File: config.mk
export PLATFORM = sky130hd
export DESIGN_NAME = drive_cmd_regs
export DESIGN_NICKNAME = d
export VERILOG_FILES = /design/src/common/drive_cmd_pkg.sv /design/src/logic/bit_rate_gen.sv /design/src/logic/drive_cmd_regs.sv
export SDC_FILE = /design/constraint.sdc
export NUM_CORES = 1
export LEC_CHECK = 0
export ABC_AREA = 0
export BUFFER_PORTS_ARGS = -buffer_cell sky130_fd_sc_hd__buf_2
export CORE_ASPECT_RATIO = 1.1
export CORE_UTILIZATION = 50
export DETAILED_ROUTE_END_ITERATION = 10
export PLACE_DENSITY = 0.69
export RECOVER_POWER = 100
export SYNTH_ARGS = -nofsm -noshare
export SYNTH_HDL_FRONTEND = slang
export SYNTH_SLANG_ARGS = --single-unit
File: constraint.sdc
create_clock -name core_clk -period 4.8 [get_ports core_clk]
set_input_delay 0.24 -clock core_clk [delete_from_list [all_inputs] [get_ports core_clk]]
set_output_delay 0.24 -clock core_clk [all_outputs]
set_load 0.05 [all_outputs]
File: src/common/drive_cmd_pkg.sv
package drive_cmd_pkg;

  // ----------------------------------------
  // clock and timing
  // ----------------------------------------
  localparam int CLK_HZ = 50_000_000;
  localparam int TICK_TIME_MS = 1;
  localparam int MS_CYCLES = CLK_HZ / 1000 * TICK_TIME_MS;
  localparam int BOOT_WAIT_MS = 1000;
  localparam int BOOT_CYCLES = CLK_HZ / 1000 * BOOT_WAIT_MS;

  // ----------------------------------------
  // register word offsets
  // ----------------------------------------
  localparam logic [3:0] REG_BRAKE = 4'h0;
  localparam logic [3:0] REG_ALARM = 4'h1;
  localparam logic [3:0] REG_MOTION = 4'h2;
  localparam logic [3:0] REG_RATE = 4'h3;
  localparam logic [3:0] REG_QUEUE = 4'h4;
  localparam logic [3:0] REG_RUN_CUR = 4'h5;
  localparam logic [3:0] REG_ACC_CUR = 4'h6;
  localparam logic [3:0] REG_MODE = 4'h7;
  localparam logic [3:0] REG_ENABLE = 4'h8;
  localparam logic [3:0] REG_DELAY = 4'h9;
  localparam logic [3:0] REG_STATUS = 4'ha;
  localparam logic [3:0] REG_OWNER = 4'hb;

  // ----------------------------------------
  // field positions
  // ----------------------------------------
  localparam int BRAKE_PT_LSB = 4;
  localparam int QUEUE_OVF_BIT = 8;
  localparam int MODE_PM_BIT = 8;
  localparam int EN_MOTOR_BIT = 1;
  localparam int EN_MOVE_BIT = 2;
  localparam int DLY_APPLY_LSB = 16;
  localparam int STAT_BOOT_BIT = 4;
  localparam int STAT_REJ_BIT = 5;

  // ----------------------------------------
  // codes and reset values
  // ----------------------------------------
  localparam logic [1:0] USE_CLOSED_EN = 2'h1;
  localparam logic [1:0] USE_OPEN_EN = 2'h2;
  localparam logic [1:0] USE_RELEASED = 2'h3;
  localparam logic [2:0] RST_BRAKE_PT = 3'h1;
  localparam logic [2:0] RATE_BOOT = 3'h1;
  localparam logic [2:0] RATE_LAST = 3'h5;
  localparam logic [4:0] MODE_STEP_DIR = 5'h07;
  localparam logic [4:0] RST_MODE = 5'h00;
  localparam logic [9:0] RST_CURRENT = 10'h000;
  localparam logic [15:0] RST_DELAY = 16'h0000;
  localparam int QUEUE_DEPTH = 63;
  localparam int IO_POINTS = 4;

  typedef enum logic [2:0] {OWN_GP, OWN_ALARM, OWN_BRAKE, OWN_MOTION, OWN_TACH} own_e;
  typedef enum logic [1:0] {DS_OFF, DS_RELEASE, DS_ON, DS_APPLY} drive_e;

  // bit period in clock cycles for each rate code
  function automatic logic [15:0] rate_div(input logic [2:0] code);
    case (code)
      3'h2: rate_div = 16'(CLK_HZ / 19200);
      3'h3: rate_div = 16'(CLK_HZ / 38400);
      3'h4: rate_div = 16'(CLK_HZ / 57600);
      3'h5: rate_div = 16'(CLK_HZ / 115200);
      default: rate_div = 16'(CLK_HZ / 9600);
    endcase
  endfunction

endpackage

File: src/logic/bit_rate_gen.sv
`timescale 1ns/1ns
module bit_rate_gen (
  // clock and reset
  input wire logic core_clk,
  input wire logic rst_b,
  // rate control
  input wire logic [2:0] rate_code,
  input wire logic restart,
  // one-cycle enable per serial bit
  output logic bit_tick
);

  typedef struct packed {
    logic [15:0] cnt;
    logic tick;
  } gen_s;

  gen_s s;
  gen_s n;

  // count down one bit period, restart on a rate change
  always_comb begin
    n = s;
    n.tick = 1'b0;
    if (restart || s.cnt == 16'h0000) begin
      n.cnt = drive_cmd_pkg::rate_div(rate_code) - 16'h0001;
      n.tick = !restart;
    end else begin
      n.cnt = s.cnt - 16'h0001;
    end
  end

  always_ff @(posedge core_clk or negedge rst_b) begin
    if (!rst_b) begin
      s <= '0;
    end else begin
      s <= n;
    end
  end

  assign bit_tick = s.tick;

endmodule

File: src/logic/drive_cmd_regs.sv
// Chosen here: the placing of the registers and the Avalon-MM interface to the registers.
`timescale 1ns/1ns
module drive_cmd_regs #(
  parameter bit VARIABLE_IO = 1'b1,
  parameter int MS_CYCLES = drive_cmd_pkg::MS_CYCLES,
  parameter int BOOT_CYCLES = drive_cmd_pkg::BOOT_CYCLES
) (
  // clock and reset
  input wire logic core_clk,
  input wire logic rst_b,
  // avalon-mm slave
  input wire logic [5:0] address,
  input wire logic read,
  input wire logic write,
  input wire logic [31:0] writedata,
  input wire logic [3:0] byteenable,
  output logic [31:0] readdata,
  output logic waitrequest,
  // stored settings and host link
  input wire logic [2:0] nv_rate_code,
  input wire logic nv_pm_lang,
  input wire logic host_seen,
  output logic nv_store,
  output logic session_drop,
  output logic bit_tick,
  // command queue
  input wire logic queue_push,
  input wire logic queue_pop,
  // digital outputs, low is closed
  input wire logic [3:0] io_is_output,
  output logic [3:0] out_pin_b,
  // motor
  output logic motor_on,
  output logic move_ok,
  output logic [9:0] accel_cur_eff
);

  // ----------------------------------------
  // state
  // ----------------------------------------
  typedef struct packed {
    logic [1:0] usage;
    logic [2:0] brake_pt;
    logic [3:0][2:0] owner;
    logic [2:0] rate_stored;
    logic [2:0] rate_active;
    logic loaded;
    logic boot_done;
    logic [31:0] boot_cnt;
    logic [31:0] ms_cnt;
    logic [15:0] dly;
    logic [15:0] rel_dly;
    logic [15:0] app_dly;
    logic [9:0] run_cur;
    logic [9:0] acc_cur;
    logic acc_rej;
    logic [4:0] mode;
    logic pm_lang;
    logic en_req;
    drive_cmd_pkg::drive_e dstate;
    logic [5:0] occ;
    logic ovf;
    logic wait_q;
    logic [31:0] rdata;
    logic [3:0] pin_b;
    logic motor;
    logic move;
    logic [9:0] cur_eff;
    logic drop;
    logic store;
  } regs_s;

  regs_s s;
  regs_s n;
  logic [31:0] rd_val;
  logic [31:0] wd;
  logic wr_go;
  logic push_ok;
  logic ms_tick;
  logic brake_on;
  logic en_view;
  // zero delay when the brake is released, so the drive steps straight through
  localparam logic [15:0] RST_DLY_ZERO = drive_cmd_pkg::RST_DELAY;

  // ----------------------------------------
  // helpers
  // ----------------------------------------
  function automatic logic point_ok(input logic [2:0] p);
    point_ok = (p >= 3'h1) && (p <= 3'(drive_cmd_pkg::IO_POINTS));
  endfunction

  function automatic logic rate_ok(input logic [2:0] c);
    rate_ok = (c >= drive_cmd_pkg::RATE_BOOT) && (c <= drive_cmd_pkg::RATE_LAST);
  endfunction

  // ----------------------------------------
  // read mux
  // ----------------------------------------
  // unmapped offsets read as zero
  always_comb begin
    rd_val = 32'h0000_0000;
    unique case (address[5:2])
      drive_cmd_pkg::REG_BRAKE: begin
        rd_val[1:0] = s.usage;
        rd_val[drive_cmd_pkg::BRAKE_PT_LSB +: 3] = s.brake_pt;
      end
      drive_cmd_pkg::REG_RATE: rd_val[2:0] = s.rate_stored;
      drive_cmd_pkg::REG_QUEUE: begin
        rd_val[5:0] = 6'(drive_cmd_pkg::QUEUE_DEPTH) - s.occ;
        rd_val[drive_cmd_pkg::QUEUE_OVF_BIT] = s.ovf;
      end
      drive_cmd_pkg::REG_RUN_CUR: rd_val[9:0] = s.run_cur;
      drive_cmd_pkg::REG_ACC_CUR: rd_val[9:0] = s.acc_cur;
      drive_cmd_pkg::REG_MODE: begin
        rd_val[4:0] = s.mode;
        rd_val[drive_cmd_pkg::MODE_PM_BIT] = s.pm_lang;
      end
      drive_cmd_pkg::REG_ENABLE: begin
        rd_val[0] = s.en_req;
        rd_val[drive_cmd_pkg::EN_MOTOR_BIT] = s.motor;
        rd_val[drive_cmd_pkg::EN_MOVE_BIT] = s.move;
      end
      drive_cmd_pkg::REG_DELAY: begin
        rd_val[15:0] = s.rel_dly;
        rd_val[drive_cmd_pkg::DLY_APPLY_LSB +: 16] = s.app_dly;
      end
      drive_cmd_pkg::REG_STATUS: begin
        rd_val[2:0] = s.rate_active;
        rd_val[drive_cmd_pkg::STAT_BOOT_BIT] = s.boot_done;
        rd_val[drive_cmd_pkg::STAT_REJ_BIT] = s.acc_rej;
      end
      drive_cmd_pkg::REG_OWNER: rd_val[11:0] = s.owner;
      default: rd_val = 32'h0000_0000;
    endcase
  end

  // byte lanes not enabled keep their present value
  always_comb begin
    for (int b = 0; b < 4; b++) begin
      wd[8*b +: 8] = byteenable[b] ? writedata[8*b +: 8] : rd_val[8*b +: 8];
    end
  end

  assign wr_go = write && !s.wait_q;
  assign ms_tick = (s.ms_cnt == 32'(MS_CYCLES - 1));
  assign push_ok = queue_push && (s.occ != 6'(drive_cmd_pkg::QUEUE_DEPTH));

  // ----------------------------------------
  // next state
  // ----------------------------------------
  always_comb begin
    n = s;
    n.drop = 1'b0;
    n.store = 1'b0;
    brake_on = 1'b0;
    en_view = 1'b0;

    // one wait cycle, then the answer stands with waitrequest low
    n.wait_q = !((read || write) && s.wait_q);
    if (read && s.wait_q) begin
      n.rdata = rd_val;
    end

    // bus writes go first so hardware events below win over clears
    if (wr_go) begin
      unique case (address[5:2])
        drive_cmd_pkg::REG_BRAKE: begin
          if (wd[1:0] == drive_cmd_pkg::USE_CLOSED_EN ||
              wd[1:0] == drive_cmd_pkg::USE_OPEN_EN) begin
            if (VARIABLE_IO == 1'b0 || point_ok(wd[drive_cmd_pkg::BRAKE_PT_LSB +: 3])) begin
              if (s.usage != drive_cmd_pkg::USE_RELEASED) begin
                n.owner[s.brake_pt - 3'h1] = drive_cmd_pkg::OWN_GP;
              end
              n.brake_pt = VARIABLE_IO ? wd[drive_cmd_pkg::BRAKE_PT_LSB +: 3]
                                       : drive_cmd_pkg::RST_BRAKE_PT;
              n.owner[n.brake_pt - 3'h1] = drive_cmd_pkg::OWN_BRAKE;
              n.usage = wd[1:0];
              n.store = 1'b1;
            end
          end else if (wd[1:0] == drive_cmd_pkg::USE_RELEASED) begin
            if (s.usage != drive_cmd_pkg::USE_RELEASED) begin
              n.owner[s.brake_pt - 3'h1] = drive_cmd_pkg::OWN_GP;
            end
            n.usage = drive_cmd_pkg::USE_RELEASED;
            n.store = 1'b1;
          end
          // code 0 is not a usage code and leaves everything alone
        end
        drive_cmd_pkg::REG_ALARM, drive_cmd_pkg::REG_MOTION: begin
          if (point_ok(wd[2:0])) begin
            for (int i = 0; i < drive_cmd_pkg::IO_POINTS; i++) begin
              if (address[5:2] == drive_cmd_pkg::REG_ALARM &&
                  s.owner[i] == drive_cmd_pkg::OWN_ALARM) begin
                n.owner[i] = drive_cmd_pkg::OWN_GP;
              end
              if (address[5:2] == drive_cmd_pkg::REG_MOTION &&
                  s.owner[i] == drive_cmd_pkg::OWN_MOTION) begin
                n.owner[i] = drive_cmd_pkg::OWN_GP;
              end
            end
            n.owner[wd[2:0] - 3'h1] = (address[5:2] == drive_cmd_pkg::REG_ALARM)
                                    ? drive_cmd_pkg::OWN_ALARM
                                    : drive_cmd_pkg::OWN_MOTION;
            if (s.usage != drive_cmd_pkg::USE_RELEASED && s.brake_pt == wd[2:0]) begin
              n.usage = drive_cmd_pkg::USE_RELEASED;
            end
            n.store = 1'b1;
          end
        end
        drive_cmd_pkg::REG_RATE: begin
          if (rate_ok(wd[2:0])) begin
            n.rate_stored = wd[2:0];
            n.rate_active = wd[2:0];
            n.boot_done = 1'b1;
            n.drop = 1'b1;
            n.store = 1'b1;
          end
        end
        drive_cmd_pkg::REG_QUEUE: begin
          if (wd[drive_cmd_pkg::QUEUE_OVF_BIT]) begin
            n.ovf = 1'b0;
          end
        end
        drive_cmd_pkg::REG_RUN_CUR: begin
          n.run_cur = wd[9:0];
          n.store = 1'b1;
        end
        drive_cmd_pkg::REG_ACC_CUR: begin
          if (wd[9:0] >= s.run_cur) begin
            n.acc_cur = wd[9:0];
            n.acc_rej = 1'b0;
            n.store = 1'b1;
          end else begin
            n.acc_rej = 1'b1;
          end
        end
        drive_cmd_pkg::REG_MODE: begin
          n.mode = wd[4:0];
          n.pm_lang = wd[drive_cmd_pkg::MODE_PM_BIT];
          n.store = 1'b1;
        end
        drive_cmd_pkg::REG_ENABLE: n.en_req = wd[0];
        drive_cmd_pkg::REG_DELAY: begin
          n.rel_dly = wd[15:0];
          n.app_dly = wd[drive_cmd_pkg::DLY_APPLY_LSB +: 16];
          n.store = 1'b1;
        end
        default: n.store = 1'b0;
      endcase
    end

    // stored settings are taken once, the cycle after reset release
    if (!s.loaded) begin
      n.loaded = 1'b1;
      n.pm_lang = nv_pm_lang;
      if (rate_ok(nv_rate_code)) begin
        n.rate_stored = nv_rate_code;
      end
    end

    // boot wait ends when the host answers, the wait runs out or a valid rate is written; of the first two, only expiry with pm_lang set leaves the boot rate
    if (!s.boot_done && s.loaded) begin
      if (host_seen) begin
        n.boot_done = 1'b1;
      end else if (s.boot_cnt == 32'(BOOT_CYCLES - 1)) begin
        n.boot_done = 1'b1;
        if (s.pm_lang) begin
          n.rate_active = n.rate_stored;
          n.drop = 1'b1;
        end
      end else begin
        n.boot_cnt = s.boot_cnt + 32'h1;
      end
    end

    // queue occupancy; a push into a full queue is lost and flagged
    if (queue_push && !push_ok) begin
      n.ovf = 1'b1;
    end
    n.occ = s.occ + {5'h00, push_ok} - {5'h00, queue_pop && s.occ != 6'h00};

    // accel current only counts outside step-direction mode
    n.cur_eff = (s.mode == drive_cmd_pkg::MODE_STEP_DIR) ? s.run_cur : s.acc_cur;

    // millisecond enable for the brake delays
    n.ms_cnt = ms_tick ? 32'h0 : s.ms_cnt + 32'h1;

    // brake timing applies only with an active usage code
    brake_on = (s.usage == drive_cmd_pkg::USE_CLOSED_EN ||
                s.usage == drive_cmd_pkg::USE_OPEN_EN);
    unique case (s.dstate)
      drive_cmd_pkg::DS_OFF: begin
        if (s.en_req) begin
          n.dstate = drive_cmd_pkg::DS_RELEASE;
          n.motor = 1'b1;
          n.dly = brake_on ? s.rel_dly : RST_DLY_ZERO;
        end
      end
      drive_cmd_pkg::DS_RELEASE: begin
        if (!s.en_req) begin
          n.dstate = drive_cmd_pkg::DS_APPLY;
          n.dly = brake_on ? s.app_dly : RST_DLY_ZERO;
        end else if (s.dly == 16'h0000) begin
          n.dstate = drive_cmd_pkg::DS_ON;
          n.move = 1'b1;
        end else if (ms_tick) begin
          n.dly = s.dly - 16'h0001;
        end
      end
      drive_cmd_pkg::DS_ON: begin
        if (!s.en_req) begin
          n.dstate = drive_cmd_pkg::DS_APPLY;
          n.move = 1'b0;
          n.dly = brake_on ? s.app_dly : RST_DLY_ZERO;
        end
      end
      drive_cmd_pkg::DS_APPLY: begin
        // motor current holds until the apply delay has run out
        if (s.dly == 16'h0000) begin
          n.dstate = drive_cmd_pkg::DS_OFF;
          n.motor = 1'b0;
        end else if (ms_tick) begin
          n.dly = s.dly - 16'h0001;
        end
      end
    endcase

    // brake pin follows the enable view, so it engages on the disable itself
    en_view = (n.dstate == drive_cmd_pkg::DS_RELEASE || n.dstate == drive_cmd_pkg::DS_ON);
    for (int i = 0; i < drive_cmd_pkg::IO_POINTS; i++) begin
      n.pin_b[i] = 1'b1;
      if (n.owner[i] == drive_cmd_pkg::OWN_BRAKE && io_is_output[i]) begin
        if (n.usage == drive_cmd_pkg::USE_CLOSED_EN) begin
          n.pin_b[i] = !en_view;
        end else if (n.usage == drive_cmd_pkg::USE_OPEN_EN) begin
          n.pin_b[i] = en_view;
        end
      end
    end
  end

  // ----------------------------------------
  // registers
  // ----------------------------------------
  always_ff @(posedge core_clk or negedge rst_b) begin
    if (!rst_b) begin
      s <= '0;
      s.usage <= drive_cmd_pkg::USE_RELEASED;
      s.brake_pt <= drive_cmd_pkg::RST_BRAKE_PT;
      s.rate_stored <= drive_cmd_pkg::RATE_BOOT;
      s.rate_active <= drive_cmd_pkg::RATE_BOOT;
      s.run_cur <= drive_cmd_pkg::RST_CURRENT;
      s.acc_cur <= drive_cmd_pkg::RST_CURRENT;
      s.mode <= drive_cmd_pkg::RST_MODE;
      s.rel_dly <= drive_cmd_pkg::RST_DELAY;
      s.app_dly <= drive_cmd_pkg::RST_DELAY;
      s.dstate <= drive_cmd_pkg::DS_OFF;
      s.wait_q <= 1'b1;
      s.pin_b <= 4'hf;
    end else begin
      s <= n;
    end
  end

  // bit clock enable follows the active rate at once
  bit_rate_gen u_bit_rate_gen (
    .core_clk(core_clk),
    .rst_b(rst_b),
    .rate_code(s.rate_active),
    .restart(s.drop),
    .bit_tick(bit_tick)
  );

  assign readdata = s.rdata;
  assign waitrequest = s.wait_q;
  assign nv_store = s.store;
  assign session_drop = s.drop;
  assign out_pin_b = s.pin_b;
  assign motor_on = s.motor;
  assign move_ok = s.move;
  assign accel_cur_eff = s.cur_eff;

endmodule

==> flow_summary_export.csv <==
group,metric,value,unit
clock_tree,insertion_delay,0.55,ns
sta,holdWs,0.0138,ns
flow_run,max_cap_viol_count,2,
synthesis,synth_cell_types,92,
sta,drv_slew,189,
synthesis,synth_compound_area_share,14.8,%
global_route,grt_usage,26.1,%
placed_design,globalplace.congestion,0.934,
global_route,first_global_vias,10598,
global_route,grt.overflow.total,0,
power,intPower,4230,uW
clock_tree,cts_max_path_buffers,3,
clock_tree,cts_root_buf,"clkbuf_16",
layout,drive_gt1_share,12.5,%
sta,min_period,4.35,ns
synthesis,yosysMostFrequentCell,"dfrtp_1",
floorplan,fp.dieW,158,um
synthesis,synth_ff_type,"dfrtp_1",
power,seq_power_share,42.7,%
setup_path,cp_max_fo,30,
sta,worst_slack,0.454,ns
synthesis,yosys.area_share.simple,18.9,%
clock_tree,clock-sinks,242,
sta,final.setup.tns,0,ns
placed_design,io_buffers,106,
setup_path,crit_arrival,4.75,ns
layout,area_growth_syn_to_layout,11.7,%
floorplan,num_rows,62,
layout,multi_input_area,6520,um^2
clock_tree,cts_resized,0,
run_status,status,"finished with violations",
clock_tree,htreeDepth,1,
clock_tree,clkTransAtPathRegs,0.06,ns
synthesis,synth_common_cells,"232 x dfrtp_1, 175 x nand2_1, 108 x o21ai_0",
run_status,violations,"capacitance limit, slew limit",
placed_design,post-dp-hpwl,24.8,mm
power,cellLeakagePower,0.00673,uW
power,p_clk_share,31.2,%
drt,routed_wl,35.1,mm
clock_tree,cts_setup_buffers,0,
drt,wl_met3,2.10,mm
worst_hold_path,hold_start,"io_is_output[0]",
synthesis,ys_seq_area_share,45.1,%
synthesis,synth_top_cell_by_area,"dfrtp_1",
synthesis,synth_area_leaders,"dfrtp_1 43%, nand2_1 4.9%, mux2_2 4.7%",
drt,route.antenna.remaining_nets,0,
setup_path,setup.worst_path.end_class,"register",
setup_path,path_class,"primary input to register",
power,p_per_area,431,nW/um^2
layout,seqCellArea,6070,um^2
clock_tree,cts_hold_buf,30,
synthesis,synth_area,13400,um^2
setup_path,crit_required,5.20,ns
power,p_sw,2240,uW
placed_design,placed_cells_incl_taps,1775,
synthesis,synth_top_family_by_area,"simple AND/OR/NAND/NOR gates",
drt,highest_layer,"met4",
sta,tightest_slew,3.24,ns
synthesis,synth_fp_nets,1490,
setup_path,critical_path.startpoint,"address[5]",
worst_hold_path,hold_path.class,"primary input to register",
drt,wl_per_cell,18.9,um
floorplan,die_h,174,um
floorplan,start_util,51.1,%
floorplan,core_area,26300,um^2
sta,post-route-period-util,90.5,%
drt,vias,10683,
drt,first_pass_iters,5,
placed_design,pre_cts_ws,0.548,ns
power,p_sw_share,34.7,%
drt,drt-initial-drc-count,900,
sta,setup_viol_count_final,0,
sta,relSlewSlack,-116,%
synthesis,ys.warnings.count,0,
setup_path,r2r_setup_slack,0.68,ns
floorplan,dieArea,27500,um^2
setup_path,r2r_cells,15,
drt,wl_met2,16.8,mm
power,ir_drop,331,uV
drt,vias_per_cell,5.77,
floorplan,ios,109,
worst_hold_path,whs_path_depth,3,
clock_tree,cts_buffers,27,
power,p_comb_share,26.1,%
layout,nFillCells,2361,
layout,layout.nets,1573,
sta,finClkSkew,0.0353,ns
synthesis,avgSynthCellArea,9.61,um^2
sta,hold_viol,0,
global_route,grt_max_degree,130,
sta,fmax,230,MHz
layout,layoutNonFillerInstCount,1853,
global_route,grt_pass1_wl,56.4,mm
synthesis,async_flop_share,100,%
synthesis,synthAdderAreaFrac,3.22,%
synthesis,ys_seq_elements,242,
synthesis,syn_inst,1399,
clock_tree,cts_tree,"yes",
synthesis,synth_edf_count,0,
synthesis,yosysTopAreaCellShare,43.2,%
drt,met1_length,15.3,mm
global_route,antenna_found_initial,2,
synthesis,synthMuxAreaShare,6.02,%
setup_path,reg2reg_from,"s[224]",
setup_path,startpoint_type,"primary input",
synthesis,synth_xor_area_share,5.67,%
drt,drc,0,
sta,rsz0062_at_grt,"false",
## worst paths after layout
| kind | endpoint |
|---|---|
| min in group asynchronous | s[168] |
| setup reg to reg | s[70] |
| hold / removal | out_pin_b[0] |
| setup / recovery | s[70] |
| hold reg to reg | s[167] |
| max in group asynchronous | s[211] |
## metal layers
layer,track usage [%],up-vias
met2,42.3,287
met5,0,-
met1,35.9,5249
li1,-,5087
met4,7.93,0
met3,4.06,60
## flip-flops by register name, summed over array words and instances (netlist names)
name	flops
move_ok	1
out_pin_b	4
accel_cur_eff	10
readdata	32
u_bit_rate_gen.bit_tick	1
u_bit_rate_gen.s	16
waitrequest	1
nv_store	1
motor_on	1
s	174
session_drop	1
## power groups by stage
stage	clock network [uW]	registers, uW	logic [uW]
after detailed placement	0	2780	1680
after floorplan	0	2650	1320
after global placement	0	2770	1640
after CTS	2050	2750	1710
after global routing	2150	2810	1880
final	2020	2770	1690
## critical path, cell delays in order
cell and delay (ns):
clkbuf_1 0.85, nor2b_1 0.64, a221oi_1 0.21, nor4_1 0.67, nor3_4 0.10, inv_1 0.25, ha_1 0.28, a21o_1 0.15
a21oi_1 0.16, nor2b_1 0.06, o21ai_0 0.14, a211o_1 0.16, nand2b_1 0.22, buf_4 0.24, mux2_2 0.36
## placed cells by master, fill, tap and decap left out, types with 22 or more instances in the layout
master,netlist,layout
dfrtp_1,232,232
nand2_1,175,175
o21ai_0,108,108
nor2_1,87,87
clkbuf_1,38,69
inv_1,56,56
xnor2_1,53,53
buf_2,11,52
a21oi_1,50,51
mux2_2,56,50
nand3_1,42,42
xor2_1,34,34
ha_1,33,33
dlygate4sd3_1,0,30
nand2b_1,29,29
clkbuf_16,0,27
nor3_1,22,23
nor2b_1,22,22
and3_1,22,22
a31oi_1,22,22
## per-stage QoR
step,util (%),power (uW),area [um^2]
after floorplan,-,3960,13400
after global placement,53.3,4420,14000
after detailed placement,53.3,4460,14000
after CTS,57.7,6510,15200
after global routing,57.1,6840,15000
final,57.1,6470,15000
## kinds of logic after synthesis
logic type               Yosys count
AND/OR/NAND/NOR                  503
buffers and inverters            161
AO/OA/AOI/OAI                    300
multiplexers                      71
XOR/XNOR                          87
flip-flops                       242
adder cells (fa/ha/maj)           34
other                              1
## final cells by class
cell class,instances,share of cell area (%)
antenna,1,0.0167
clock buffer,40,5.09
clock inverter,7,0.617
inverter,58,1.47
multi-input combinational,996,43.4
sequential,242,40.4
tap,352,2.93
timing repair buffer,157,6.05
(Power assumes the default switching activity.)
